## config.mk

```make
export PLATFORM = sky130hd
export DESIGN_NAME = ats_sequencer
export DESIGN_NICKNAME = d
export VERILOG_FILES = /design/src/design/ats_pkg.sv /design/src/design/ats_acq_timer.sv /design/src/design/ats_sequencer.sv
export SDC_FILE = /design/constraint.sdc
export NUM_CORES = 1
export LEC_CHECK = 0
export ABC_CLOCK_PERIOD_IN_PS = 3170
export CAP_MARGIN = 20
export CELL_PAD_IN_SITES_DETAIL_PLACEMENT = 1
export CELL_PAD_IN_SITES_GLOBAL_PLACEMENT = 2
export CORE_MARGIN = 1
export CORE_UTILIZATION = 37
export CTS_CLUSTER_DIAMETER = 60
export DETAILED_ROUTE_END_ITERATION = 6
export DONT_BUFFER_PORTS = 1
export HOLD_SLACK_MARGIN = 0.12
export PLACE_DENSITY = 0.8
export SLEW_MARGIN = 20
export SYNTH_ARGS = -nofsm -noshare
export SYNTH_HDL_FRONTEND = slang
export SYNTH_SLANG_ARGS = --single-unit
```

## constraint.sdc

```tcl
create_clock -name CLK_SYS_I -period 3.17 [get_ports CLK_SYS_I]
set_input_delay 0.317 -clock CLK_SYS_I [delete_from_list [all_inputs] [get_ports CLK_SYS_I]]
set_output_delay 0.317 -clock CLK_SYS_I [all_outputs]
set_load 0.01 [all_outputs]
```

## src/design/ats_pkg.sv

```systemverilog
// autotune mode sequencer: register map, field layout, modes, states, timing
// assumes a 200 MHz system clock and a 32-bit axi4-lite register bus
package ats_pkg;

  // register byte offsets
  localparam logic [7:0] OFF_CTRL   = 8'h00;
  localparam logic [7:0] OFF_STATUS = 8'h04;
  localparam logic [7:0] OFF_GAIN_PI = 8'h08;
  localparam logic [7:0] OFF_GAIN_D = 8'h0C;
  localparam logic [7:0] OFF_RESP   = 8'h10;
  localparam int         ADDR_W     = 8;

  // control register fields
  localparam int CTRL_SEL_LSB = 0;
  localparam int CTRL_SEL_MSB = 2;
  localparam int CTRL_RUN     = 3;
  localparam int CTRL_CRST    = 4;

  // status register fields
  localparam int STAT_ST_LSB  = 0;
  localparam int STAT_ST_MSB  = 1;
  localparam int STAT_IND     = 2;
  localparam int STAT_ONOFF   = 3;
  localparam int STAT_REFV    = 4;
  localparam int STAT_MON     = 5;
  localparam int STAT_SEL_LSB = 8;
  localparam int STAT_SEL_MSB = 10;

  // tuning selection codes
  localparam logic [2:0] SEL_OFF   = 3'h0;
  localparam logic [2:0] SEL_FAST  = 3'h1;
  localparam logic [2:0] SEL_FULL  = 3'h2;
  localparam logic [2:0] SEL_SELF  = 3'h3;
  localparam logic [2:0] SEL_ADAPT = 3'h4;
  localparam logic [2:0] SEL_EACH  = 3'h5;

  // bus answers
  localparam logic [1:0] RESP_OKAY   = 2'h0;
  localparam logic [1:0] RESP_SLVERR = 2'h2;

  // widths
  localparam int GAIN_W  = 16;
  localparam int RESP_W  = 16;
  localparam int RATIO_W = 4;

  // timing: slow flash half period and acquisition time base
  localparam int unsigned CLK_PERIOD_NS  = 5;
  localparam int unsigned FLASH_HALF_MS  = 500;
  localparam int unsigned FLASH_HALF_CYC = FLASH_HALF_MS * 1000000 / CLK_PERIOD_NS;
  localparam int unsigned ACQ_UNIT_US    = 1000;
  localparam int unsigned ACQ_UNIT_CYC   = ACQ_UNIT_US * 1000 / CLK_PERIOD_NS;
  localparam logic [RATIO_W-1:0] ACQ_RATIO = 4'h4;

  typedef enum logic [1:0] {ST_IDLE, ST_TUNE, ST_ACQ, ST_MON} ats_state_t;
  typedef enum logic [1:0] {KIND_USER, KIND_SELF, KIND_ADAPT} ats_kind_t;

  typedef struct packed {
    logic [GAIN_W-1:0] d;
    logic [GAIN_W-1:0] i;
    logic [GAIN_W-1:0] p;
  } ats_gains_t;

endpackage

```

## src/design/ats_acq_timer.sv

```systemverilog
// acquisition stage timer: length is response time times a fixed ratio
// assumes start and stop come from the sequencer on the same clock
`timescale 1ns/1ps
module ats_acq_timer
  import ats_pkg::*;
#(
  parameter int unsigned UNIT_CYC = ACQ_UNIT_CYC
)(
  // clock and reset
  input  wire logic              clk_i,
  input  wire logic              reset_i,
  // control
  input  wire logic              start_i,
  input  wire logic              stop_i,
  input  wire logic [RESP_W-1:0] resp_time_i,
  // status
  output logic                   active_o,
  output logic                   done_o
);

  logic [31:0]               pre;
  logic [RESP_W+RATIO_W-1:0] units;
  logic [RESP_W+RATIO_W-1:0] target;
  logic                      unit_tick;

  assign unit_tick = (pre == 32'(UNIT_CYC - 1));

  // prescaler and unit counter, start wins over stop
  always_ff @(posedge clk_i)
  begin
    done_o <= 1'b0;
    if (reset_i)
    begin
      active_o <= 1'b0;
      pre      <= '0;
      units    <= '0;
      target   <= '0;
    end
    else if (start_i)
    begin
      active_o <= 1'b1;
      pre      <= '0;
      units    <= '0;
      // stage length tracks the process response time
      target   <= (resp_time_i == '0) ? (RESP_W+RATIO_W)'(1) : resp_time_i * ACQ_RATIO;
    end
    else if (stop_i)
      active_o <= 1'b0;
    else if (active_o)
    begin
      pre <= unit_tick ? '0 : pre + 32'd1;
      if (unit_tick)
      begin
        units <= units + (RESP_W+RATIO_W)'(1);
        if (units + (RESP_W+RATIO_W)'(1) == target)
        begin
          active_o <= 1'b0;
          done_o   <= 1'b1;
        end
      end
    end
  end

endmodule

```

## src/design/ats_sequencer.sv

```systemverilog
// autotune mode sequencer: operator selection, tuning runs, self-adaptive loop
// assumes tuning engine and behaviour monitor on CLK_SYS_I, axi4-lite master
//
// Function
// - selection off: never start tuning, by request or by itself
// - quick selection starts a short tuning run at once
// - full selection starts a precise tuning run at once
// - operator run done: load gains, selection back to off
// - indicator steady on during quick or full run, off after
// - on/off control while tuning, pid with new gains afterwards
// - self-adaptive selection starts a full run when control enabled
// - skip that initial run while stored reference is valid
// - operator quick or full run clears stored reference
// - after self-adaptive run, acquire reference with slow flashing indicator
// - acquisition end: indicator off, pid with monitoring active
// - monitoring: significant deviation starts new tuning run
// - every self re-tuning is followed by fresh acquisition
// - acquisition length proportional to process response time
// - retune-then-adapt: full run, then self-adaptive selection written
// - tune-on-each-reset: self-adaptive, plus full run on control reset
//
// Implementation choices: the register offsets and the AXI4-Lite slave port.
`timescale 1ns/1ps
module ats_sequencer
  import ats_pkg::*;
#(
  parameter int unsigned FLASH_CYC = FLASH_HALF_CYC,
  parameter int unsigned UNIT_CYC  = ACQ_UNIT_CYC
)(
  // clock and reset
  input  wire logic              CLK_SYS_I,
  input  wire logic              RESET_I,
  // axi4-lite write
  input  wire logic [ADDR_W-1:0] S_AXI_AWADDR_I,
  input  wire logic              S_AXI_AWVALID_I,
  output logic                   S_AXI_AWREADY_O,
  input  wire logic [31:0]       S_AXI_WDATA_I,
  input  wire logic [3:0]        S_AXI_WSTRB_I,
  input  wire logic              S_AXI_WVALID_I,
  output logic                   S_AXI_WREADY_O,
  output logic [1:0]             S_AXI_BRESP_O,
  output logic                   S_AXI_BVALID_O,
  input  wire logic              S_AXI_BREADY_I,
  // axi4-lite read
  input  wire logic [ADDR_W-1:0] S_AXI_ARADDR_I,
  input  wire logic              S_AXI_ARVALID_I,
  output logic                   S_AXI_ARREADY_O,
  output logic [31:0]            S_AXI_RDATA_O,
  output logic [1:0]             S_AXI_RRESP_O,
  output logic                   S_AXI_RVALID_O,
  input  wire logic              S_AXI_RREADY_I,
  // tuning engine
  output logic                   TUNE_START_O,
  output logic                   TUNE_FAST_O,
  input  wire logic              TUNE_DONE_I,
  input  wire ats_gains_t        TUNE_GAINS_I,
  input  wire logic [RESP_W-1:0] RESP_TIME_I,
  // behaviour monitor
  output logic                   ACQ_ACTIVE_O,
  output logic                   MON_ACTIVE_O,
  input  wire logic              DEVIATION_I,
  // control action
  output logic                   TUNING_IND_O,
  output logic                   ONOFF_MODE_O,
  output ats_gains_t             GAINS_O
);

  ats_state_t        state;
  ats_state_t        next_state;
  ats_kind_t         kind;
  ats_kind_t         next_kind;
  logic [2:0]        sel;
  logic              run;
  logic              ref_valid;
  logic [RESP_W-1:0] resp_q;
  logic [31:0]       flash_cnt;
  logic              flash_ph;
  logic              next_ph;

  // write channel holding
  logic              aw_held;
  logic [ADDR_W-1:0] aw_addr_q;
  logic              w_held;
  logic [31:0]       w_data_q;
  logic [3:0]        w_strb_q;
  logic              aw_fire;
  logic              w_fire;
  logic              wr_go;
  logic [ADDR_W-1:0] wr_addr;
  logic [31:0]       wr_data;
  logic [3:0]        wr_strb;
  logic [31:0]       rd_mux;
  logic              rd_hit;

  // sequencer events
  logic              ctrl_wr;
  logic [2:0]        new_sel;
  logic              user_req;
  logic              ctl_rst;
  logic              self_sel;
  logic              tune_done;
  logic              acq_start;
  logic              acq_done;
  logic              acq_active;

  // bus handshakes
  assign S_AXI_AWREADY_O = !aw_held && !S_AXI_BVALID_O;
  assign S_AXI_WREADY_O  = !w_held && !S_AXI_BVALID_O;
  assign S_AXI_ARREADY_O = !S_AXI_RVALID_O;
  assign aw_fire = S_AXI_AWVALID_I && S_AXI_AWREADY_O;
  assign w_fire  = S_AXI_WVALID_I && S_AXI_WREADY_O;
  assign wr_go   = (aw_held || aw_fire) && (w_held || w_fire) && !S_AXI_BVALID_O;
  assign wr_addr = aw_held ? aw_addr_q : S_AXI_AWADDR_I;
  assign wr_data = w_held ? w_data_q : S_AXI_WDATA_I;
  assign wr_strb = w_held ? w_strb_q : S_AXI_WSTRB_I;

  // address and data halves may arrive in either order
  always_ff @(posedge CLK_SYS_I)
  begin
    if (RESET_I)
    begin
      aw_held   <= 1'b0;
      w_held    <= 1'b0;
      aw_addr_q <= '0;
      w_data_q  <= '0;
      w_strb_q  <= '0;
    end
    else
    begin
      if (aw_fire)
        aw_addr_q <= S_AXI_AWADDR_I;
      if (w_fire)
      begin
        w_data_q <= S_AXI_WDATA_I;
        w_strb_q <= S_AXI_WSTRB_I;
      end
      aw_held <= wr_go ? 1'b0 : (aw_held || aw_fire);
      w_held  <= wr_go ? 1'b0 : (w_held || w_fire);
    end
  end

  // write response, unmapped or read-only offsets answer slverr
  always_ff @(posedge CLK_SYS_I)
  begin
    if (RESET_I)
    begin
      S_AXI_BVALID_O <= 1'b0;
      S_AXI_BRESP_O  <= RESP_OKAY;
    end
    else if (wr_go)
    begin
      S_AXI_BVALID_O <= 1'b1;
      S_AXI_BRESP_O  <= (wr_addr == OFF_CTRL) ? RESP_OKAY : RESP_SLVERR;
    end
    else if (S_AXI_BREADY_I)
      S_AXI_BVALID_O <= 1'b0;
  end

  // read data mux
  always_comb
  begin
    rd_mux = '0;
    rd_hit = 1'b1;
    case (S_AXI_ARADDR_I)
      OFF_CTRL:
      begin
        rd_mux[CTRL_SEL_MSB:CTRL_SEL_LSB] = sel;
        rd_mux[CTRL_RUN]                  = run;
      end
      OFF_STATUS:
      begin
        rd_mux[STAT_ST_MSB:STAT_ST_LSB]   = state;
        rd_mux[STAT_IND]                  = TUNING_IND_O;
        rd_mux[STAT_ONOFF]                = ONOFF_MODE_O;
        rd_mux[STAT_REFV]                 = ref_valid;
        rd_mux[STAT_MON]                  = MON_ACTIVE_O;
        rd_mux[STAT_SEL_MSB:STAT_SEL_LSB] = sel;
      end
      OFF_GAIN_PI: rd_mux = {GAINS_O.i, GAINS_O.p};
      OFF_GAIN_D:  rd_mux[GAIN_W-1:0] = GAINS_O.d;
      OFF_RESP:    rd_mux[RESP_W-1:0] = resp_q;
      default:     rd_hit = 1'b0;
    endcase
  end

  // read answer one cycle after the address is taken
  always_ff @(posedge CLK_SYS_I)
  begin
    if (RESET_I)
    begin
      S_AXI_RVALID_O <= 1'b0;
      S_AXI_RDATA_O  <= '0;
      S_AXI_RRESP_O  <= RESP_OKAY;
    end
    else if (S_AXI_ARVALID_I && S_AXI_ARREADY_O)
    begin
      S_AXI_RVALID_O <= 1'b1;
      S_AXI_RDATA_O  <= rd_mux;
      S_AXI_RRESP_O  <= rd_hit ? RESP_OKAY : RESP_SLVERR;
    end
    else if (S_AXI_RREADY_I)
      S_AXI_RVALID_O <= 1'b0;
  end

  // control register decode
  assign ctrl_wr   = wr_go && (wr_addr == OFF_CTRL) && wr_strb[0];
  assign new_sel   = wr_data[CTRL_SEL_MSB:CTRL_SEL_LSB];
  assign ctl_rst   = ctrl_wr && wr_data[CTRL_CRST];
  assign user_req  = ctrl_wr && (state != ST_TUNE) &&
                     (new_sel == SEL_FAST || new_sel == SEL_FULL ||
                      new_sel == SEL_ADAPT);
  assign self_sel  = (sel == SEL_SELF) || (sel == SEL_EACH);
  assign tune_done = (state == ST_TUNE) && TUNE_DONE_I;
  assign acq_start = tune_done && (kind != KIND_USER);

  // next state of the sequencer
  always_comb
  begin
    next_state = state;
    next_kind  = kind;
    case (state)
      ST_IDLE:
        if (user_req)
        begin
          next_state = ST_TUNE;
          next_kind  = (new_sel == SEL_ADAPT) ? KIND_ADAPT : KIND_USER;
        end
        else if (self_sel && run) // off never reaches here
        begin
          next_kind = KIND_SELF;
          if (sel == SEL_EACH && ctl_rst)
            next_state = ST_TUNE;
          else if (ref_valid)
            next_state = ST_MON;
          else
            next_state = ST_TUNE;
        end
      ST_TUNE:
        if (tune_done)
          next_state = (kind == KIND_USER) ? ST_IDLE : ST_ACQ;
      ST_ACQ, ST_MON:
        if (user_req)
        begin
          next_state = ST_TUNE;
          next_kind  = (new_sel == SEL_ADAPT) ? KIND_ADAPT : KIND_USER;
        end
        else if (!self_sel || !run)
          next_state = ST_IDLE;
        else if (sel == SEL_EACH && ctl_rst)
        begin
          next_state = ST_TUNE;
          next_kind  = KIND_SELF;
        end
        else if (state == ST_ACQ && acq_done)
          next_state = ST_MON;
        else if (state == ST_MON && DEVIATION_I)
        begin
          next_state = ST_TUNE;
          next_kind  = KIND_SELF;
        end
      default:
        next_state = ST_IDLE;
    endcase
  end

  // state and run kind
  always_ff @(posedge CLK_SYS_I)
  begin
    if (RESET_I)
    begin
      state <= ST_IDLE;
      kind  <= KIND_USER;
    end
    else
    begin
      state <= next_state;
      kind  <= next_kind;
    end
  end

  // selection and enable, software write wins over hardware rewrite
  always_ff @(posedge CLK_SYS_I)
  begin
    if (RESET_I)
    begin
      sel <= SEL_OFF;
      run <= 1'b0;
    end
    else if (ctrl_wr)
    begin
      sel <= new_sel;
      run <= wr_data[CTRL_RUN];
    end
    else if (tune_done && kind == KIND_USER)
      sel <= SEL_OFF;
    else if (tune_done && kind == KIND_ADAPT)
      sel <= SEL_SELF;
  end

  // stored reference validity
  always_ff @(posedge CLK_SYS_I)
  begin
    if (RESET_I)
      ref_valid <= 1'b0;
    else if (user_req && new_sel != SEL_ADAPT)
      ref_valid <= 1'b0;
    else if (acq_start)
      ref_valid <= 1'b0;
    else if (state == ST_ACQ && acq_done && next_state == ST_MON)
      ref_valid <= 1'b1;
  end

  // gains and response time loaded on the done pulse
  always_ff @(posedge CLK_SYS_I)
  begin
    if (RESET_I)
    begin
      GAINS_O <= '0;
      resp_q  <= '0;
    end
    else if (tune_done)
    begin
      GAINS_O <= TUNE_GAINS_I;
      resp_q  <= RESP_TIME_I;
    end
  end

  // engine start pulse and run length
  always_ff @(posedge CLK_SYS_I)
  begin
    if (RESET_I)
    begin
      TUNE_START_O <= 1'b0;
      TUNE_FAST_O  <= 1'b0;
    end
    else
    begin
      TUNE_START_O <= (next_state == ST_TUNE) && (state != ST_TUNE);
      if ((next_state == ST_TUNE) && (state != ST_TUNE))
        TUNE_FAST_O <= user_req && (new_sel == SEL_FAST);
    end
  end

  // slow flash phase, starts lit on entry to acquisition
  assign next_ph = (next_state != ST_ACQ) ? 1'b1 :
                   (state == ST_ACQ && flash_cnt == 32'(FLASH_CYC - 1)) ? !flash_ph :
                   flash_ph;

  always_ff @(posedge CLK_SYS_I)
  begin
    if (RESET_I)
    begin
      flash_cnt <= '0;
      flash_ph  <= 1'b1;
    end
    else
    begin
      flash_ph <= next_ph;
      if (next_state != ST_ACQ || state != ST_ACQ || flash_cnt == 32'(FLASH_CYC - 1))
        flash_cnt <= '0;
      else
        flash_cnt <= flash_cnt + 32'd1;
    end
  end

  // indicator and control action follow the next state
  always_ff @(posedge CLK_SYS_I)
  begin
    if (RESET_I)
    begin
      TUNING_IND_O <= 1'b0;
      ONOFF_MODE_O <= 1'b0;
      ACQ_ACTIVE_O <= 1'b0;
      MON_ACTIVE_O <= 1'b0;
    end
    else
    begin
      TUNING_IND_O <= (next_state == ST_TUNE) ||
                      (next_state == ST_ACQ && next_ph);
      ONOFF_MODE_O <= (next_state == ST_TUNE);
      ACQ_ACTIVE_O <= (next_state == ST_ACQ);
      MON_ACTIVE_O <= (next_state == ST_MON);
    end
  end

  // acquisition stage timer
  ats_acq_timer #(
    .UNIT_CYC    (UNIT_CYC)
  ) u_acq (
    .clk_i       (CLK_SYS_I),
    .reset_i     (RESET_I),
    .start_i     (acq_start),
    .stop_i      (state != ST_ACQ),
    .resp_time_i (RESP_TIME_I),
    .active_o    (acq_active),
    .done_o      (acq_done)
  );
endmodule

```

After elaboration in Yosys (flattened, before gate mapping)

Index checks and enable logic that the tools add are counted.

Register bits: 240
Input port bits: 125
Output and inout port bits: 95
Logic and storage cells: 177

Add/sub/neg operators: 3
Equal/unequal tests: 27
Mux-type cells: 50
Bitwise operators: 3
Reduce and logical (&&, ||, !) cells: 62

Operators with widths:

| kind                                                   | number |
|---|---|
| adder 32 x 1 -> 32 bit (second input constant)         | 2 |
| 2-to-1 mux 2 bit                                       | 21 |
| equality test 32 x 18 -> 1 bit (second input constant) | 1 |
| equality test 32 x 27 -> 1 bit (second input constant) | 1 |
| 2-to-1 mux 32 bit                                      | 1 |
| logical AND 1 bit                                      | 26 |
| adder 20 x 1 -> 20 bit (second input constant)         | 1 |
| equality test 20 bit                                   | 1 |
| one-hot mux 4 bit (5 select lines)                     | 1 |
| 2-to-1 mux 18 bit                                      | 1 |
| equality test 8 x 4 -> 1 bit (second input constant)   | 2 |
| zero test 16 bit                                       | 1 |
| zero test 8 bit                                        | 2 |
| 2-to-1 mux 16 bit                                      | 1 |
| one-hot mux 5 bit (3 select lines)                     | 1 |
| 2-to-1 mux 1 bit                                       | 14 |
| one-hot mux 2 bit (3 select lines)                     | 2 |
| one-hot mux 3 bit (4 select lines)                     | 1 |
| equality test 2 bit (second input constant)            | 5 |
| OR reduction 5 bit                                     | 2 |
| logical OR 1 bit                                       | 9 |
| 2-to-1 mux 3 bit                                       | 3 |
| != test 3 bit (second input constant)                  | 3 |
| equality test 8 x 3 -> 1 bit (second input constant)   | 1 |
| other kinds (22)                                       | 42 |

Depth between registers and ports, before layout

Depth in word-level cells: 18
Gate-level depth with buffers: 11
Gate-level depth less buffers: 7

Hierarchy

From an unflattened synthesis, not the netlist that was laid out.

Cell total of the unflattened synthesis: 1241
Area total of the unflattened synthesis: 10600.2 um^2

By module, submodules not included:

| module        | instances | cells an instance | area an instance (um^2) | seq. area each (um^2) |
|---|---|---|---|---|
| ats_sequencer | 1         | 814               | 6915.4                  | 3283.1 |
| ats_acq_timer | 1         | 427               | 3684.8                  | 1421.4 |

Least setup slack after synthesis

No wires, ideal clock.

Kind: register to register
From: reg w_held
To: reg flash_cnt[31]
Setup time: 77 ps
Arrival time: 2186 ps
Required time: 3093 ps
Slack: 907 ps
Cell stages (with the launch flop): 10
Path buffers: 3
Clock period less this slack: 2263 ps
Cells stage by stage: dfxtp_1 buf_6 mux2i_2 xor2_1 a221oi_4 o32ai_2 or3_1 buf_6 buf_6 nor3_2

Longest elaborated chain between the ends: 18
Elaborated cells between the ends (all ways): 30
Those cells by class: eq/ne: 4; mux: 9; reduce/logical: 17

Ends and longest elaborated chain:

| what                                       | RTL line                                   | source |
|---|---|---|
| start: declaration                         | ats_sequencer.sv:83                        | `logic w_held;` |
| start signal: assignment                   | ats_sequencer.sv:138                       | `w_held <= wr_go ? 1'b0 : (w_held \|\| w_fire);` |
| zero test 1 bit                            | ats_sequencer.sv:108                       | `assign S_AXI_WREADY_O = !w_held && !S_AXI_BVALID_O;` |
| logical AND 1 bit                          | ats_sequencer.sv:108                       |  |
| logical AND 1 bit                          | ats_sequencer.sv:111                       | `assign w_fire = S_AXI_WVALID_I && S_AXI_WREADY_O;` |
| logical OR 1 bit                           | ats_sequencer.sv:112                       | `assign wr_go = (aw_held \|\| aw_fire) && (w_held \|\| w_fire) && !S_AXI_BVALID_O;` |
| logical AND 1 bit (2 in a row)             | ats_sequencer.sv:112                       |  |
| logical AND 1 bit (2 in a row)             | ats_sequencer.sv:206                       | `assign ctrl_wr = wr_go && (wr_addr == OFF_CTRL) && wr_strb[0];` |
| logical AND 1 bit                          | ats_sequencer.sv:208                       | `assign ctl_rst = ctrl_wr && wr_data[CTRL_CRST];` |
| logical AND 1 bit                          | ats_sequencer.sv:231, ats_sequencer.sv:249 |  |
| 2-to-1 mux 2 bit, on equally long branches | ats_sequencer.sv:249, ats_sequencer.sv:231 |  |
| 2-to-1 mux 2 bit, on equally long branches | ats_sequencer.sv:247, ats_sequencer.sv:228 |  |
| 2-to-1 mux 2 bit, on equally long branches | ats_sequencer.sv:242, ats_sequencer.sv:223 |  |
| one-hot mux 2 bit (3 select lines) *       | ats_sequencer.sv:221                       | `case (state)` |
| != test 2 bit *                            | ats_sequencer.sv:359                       | `if (next_state != ST_ACQ \|\| state != ST_ACQ \|\| flash_cnt == 32'(FLASH_CYC - 1))` |
| logical OR 1 bit * (2 in a row)            | ats_sequencer.sv:359                       |  |
| OR reduction 2 bit (no source line) *      | n/a                                        |  |
| end signal: assignment                     | ats_sequencer.sv:362                       | `flash_cnt <= flash_cnt + 32'd1;` |
| end: declaration                           | ats_sequencer.sv:76                        | `logic [31:0] flash_cnt;` |

Mark *: on every way between the ends. The rest lies on a longest branch, timed or not.
A chain may end at the register's enable or synchronous reset.

Worst setup path in the final report

From: reg w_held
To: reg flash_cnt[3]

Same word-level chain as after synthesis.

==> flow_metrics.env <==
export IMPL_die_w_um=171
export IMPL_die_area_um2=29200
export IMPL_crit_path_end="flash_cnt[3]"
export IMPL_cp_required_ns=3.62
export IMPL_p_leak_nw=4.36
export IMPL_criticalPathCategory="reg2reg"
export IMPL_synth_top_area_share=0.445
export IMPL_synth_cells=1247
export IMPL_ant_nets=0
export IMPL_tritoncts="yes"
export IMPL_synth_edff_count=0
export IMPL_async_flop_share=0
export IMPL_endpoint_kind="flip-flop"
export IMPL_crit_start="w_held"
export IMPL_grt_max_degree=129
export IMPL_clock_latency_ns=0.57
export IMPL_path_clk_slew_ns=0.06
export IMPL_reg2reg_depth=7
export IMPL_overflow=0
export IMPL_avgRoutedWirePerCell_um=19.0
export IMPL_synth_ff_type="dfxtp_1"
export IMPL_areaGrowthSynthToFinish_pct=21.3
export IMPL_drc=0
export IMPL_critical_path_max_stage_delay_ns=0.72
export IMPL_drt_pass1_iter_count=6
export IMPL_num_vias=9244
export IMPL_antenna_found_initial=0
export IMPL_cts_hold_buf=92
export IMPL_rows=61
export IMPL_port_buffers=0
export IMPL_syn_area_um2=10600
export IMPL_yosys_warnings=0
export IMPL_r2r_start="w_held"
export IMPL_clockPowerShare=0.500
export IMPL_seq_area_frac_synth=0.445
export IMPL_worst_path_max_fanout=33
export IMPL_powerDensity_nw_per_um2=524
export IMPL_cp_start_kind="flip-flop"
export IMPL_slew_violations=0
export IMPL_coreArea_um2=27900
export IMPL_finalSetupTns_ns=0
export IMPL_comb_power_share=0.049
export IMPL_max_vdd_ir_drop_v=0.000451
export IMPL_drtIter0Drc=484
export IMPL_switchingPower_mw=1.57
export IMPL_path_cells="mux2i_2 > xor2_1 > a221oi_4 > o32ai_2 > or3_1 > buf_12 > nor4_1"
export IMPL_tightestPinTransition_ns=0.751
export IMPL_clk_root_buffer_cell="clkbuf_16"
export IMPL_initial_core_util=0.378
export IMPL_synth_seq_cells=235
export IMPL_p_sw_frac=0.234
export IMPL_slew_headroom=0.498
export IMPL_numPlacedInstances=1568
export IMPL_clock_sinks=235
export IMPL_gp_congestion=0.793
export IMPL_grtUsageTotal=0.223
export IMPL_rsz0062_at_grt="no"
export IMPL_synth_cell_types=65
export IMPL_reg2reg_slack_ns=0.26
export IMPL_max_freq_ghz=0.344
export IMPL_post_cts_resized=0
export IMPL_io_pins=220
export IMPL_synthTopCellsByArea="dfxtp_1, nand2_1, nor2_1, a21oi_1, xor2_1"
export IMPL_hpwl_mm=21.1
export IMPL_totalWireLength_mm=32.6
export IMPL_cts_buffers=31
export IMPL_fillers=3310
export IMPL_skew_ns=0.0303
export IMPL_synthTopCellsByCount="dfxtp_1, nand2_1, nor2_1, a21oi_1, clkbuf_1"
export IMPL_intPower_mw=5.15
export IMPL_yosys_area_top_type="dfxtp_1"
export IMPL_clockBufferDepth=3
export IMPL_final_period_utilization=0.917
export IMPL_maxCapViolations=0
export IMPL_h_tree_depth=1
export IMPL_cpMaxStageDelayCell="dfxtp_1"
export IMPL_r2r_end="flash_cnt[3]"
export IMPL_vias_per_cell=5.39
export IMPL_nets=1443
export IMPL_hold_violations=0
export IMPL_setup_violations=0
export IMPL_grt_pass1_wl_mm=52.2
export IMPL_seq_power_share=0.451
export IMPL_post_cts_setup_buffers=0
export IMPL_hold_class="in2reg"
export IMPL_finalNonFillerCells=1716
export IMPL_yosysMostFrequentCell="dfxtp_1"
export IMPL_arrival_ns=3.36
export IMPL_layout_min_cycle_time_ns=2.91
export IMPL_die_height_um=171
export IMPL_drive_gt1_frac=0.0912
export IMPL_status="complete, no violations"
export IMPL_synth_area_per_cell_um2=8.47
export IMPL_grt_pass1_vias=9620
area by class of cell:
type,instances,area (um2),area share
clock buffer,44,915,0.0714
sequential,235,4700,0.367
antenna,1,2.50,0.000195
inverter,16,60.1,0.00469
clock inverter,11,83.8,0.00654
multi-input combinational,919,5480,0.427
timing repair buffer,112,1100,0.0859
tap,378,473,0.0369
critical path, delay by kind of cell (launching register included):
| kind | cells | cell delay, ns |
|---|---|---|
| AND/OR/NAND/NOR | 2 | 0.67 |
| buffers and inverters | 1 | 0.20 |
| multiplexers | 1 | 0.45 |
| AO/OA/AOI/OAI | 2 | 0.52 |
| flip-flops | 1 | 0.72 |
| XOR/XNOR | 1 | 0.20 |
routing by layer:
metal	GRT usage	share of wire	routed length, um	up-vias
li1	-	-	-	4486
met4	0.0466	0.016	529	0
met5	0	0	0	-
met1	0.274	0.43	14100	4513
met3	0.0678	0.073	2380	36
met2	0.383	0.48	15700	209
cells in the final DEF (no fill, tap or decap), types with 15 or more instances in the layout:
cell type,netlist,routed
dlygate4sd3_1,0,91
xor2_1,49,49
buf_4,2,19
nand4_1,29,29
a21oi_1,96,96
nor2_1,141,141
xnor2_1,48,48
inv_1,15,15
nor3_2,29,29
nor4_1,22,21
o21ai_0,20,20
nor3_1,36,35
and3_1,18,18
dfxtp_1,235,235
mux2i_1,29,29
clkbuf_16,0,31
a22oi_1,29,29
nand2_1,194,193
nand3_1,42,42
power by group through the flow:
stage          combinational [mW]  clock, mW  sequential [mW]
2_1_floorplan               0.186          0             3.08
3_3_place_gp                0.183          0             3.09
3_5_place_dp                0.188          0             3.10
4_1_cts                     0.325       3.44             3.03
5_1_grt                     0.353       3.57             3.03
6_report                    0.328       3.36             3.03
worst min path at each step:
stage | depth (start not counted) | from | endpoint | slack [ns]
2_1_floorplan | 1 | S_AXI_RREADY_I | S_AXI_RVALID_O | 0.42
3_3_place_gp | 1 | S_AXI_RREADY_I | S_AXI_RVALID_O | 0.42
3_5_place_dp | 1 | S_AXI_RREADY_I | S_AXI_RVALID_O | 0.43
4_1_cts | 3 | S_AXI_AWVALID_I | aw_addr_q[6] | 0.12
5_1_grt | 4 | S_AXI_ARADDR_I[2] | S_AXI_RDATA_O[12] | 0.15
6_report | 3 | S_AXI_AWVALID_I | aw_addr_q[6] | 0.13
registers in the layout (all words and copies together) (netlist names), 3 cells and up:
signal,cells
GAINS_O,48
S_AXI_RDATA_O,32
flash_cnt,32
u_acq.pre,32
u_acq.units,20
u_acq.target,17
resp_q,16
aw_addr_q,8
w_data_q,5
sel,3
per-stage QoR:
step	worst slack [ns]	utilization	cell area, um2	hold slack (ns)	total power [mW]
floorplan	0.907	-	10600	0.417	3.26
global placement	0.392	0.389	10900	0.420	3.28
detailed placement	0.289	0.389	10900	0.426	3.28
CTS	0.286	0.459	12800	0.120	6.80
global route	0.107	0.459	12800	0.147	6.96
finish	0.263	0.459	12800	0.133	6.72
cells by family (layout without fill, tap and decap cells):
kind of cell / after synthesis / in the layout / synth area share
AOI/OAI and AO/OA: 206 / 206 / 0.126
xor gates and xnor gates: 97 / 97 / 0.0804
adders and majority gates: 3 / 3 / 0.00355
buffers and inverters: 94 / 183 / 0.0387
DFF: 235 / 235 / 0.445
muxes: 35 / 35 / 0.0362
other: 1 / 3 / 0.000355
and+or+nand+nor: 576 / 576 / 0.269
Power figures use the tool's default switching activity.
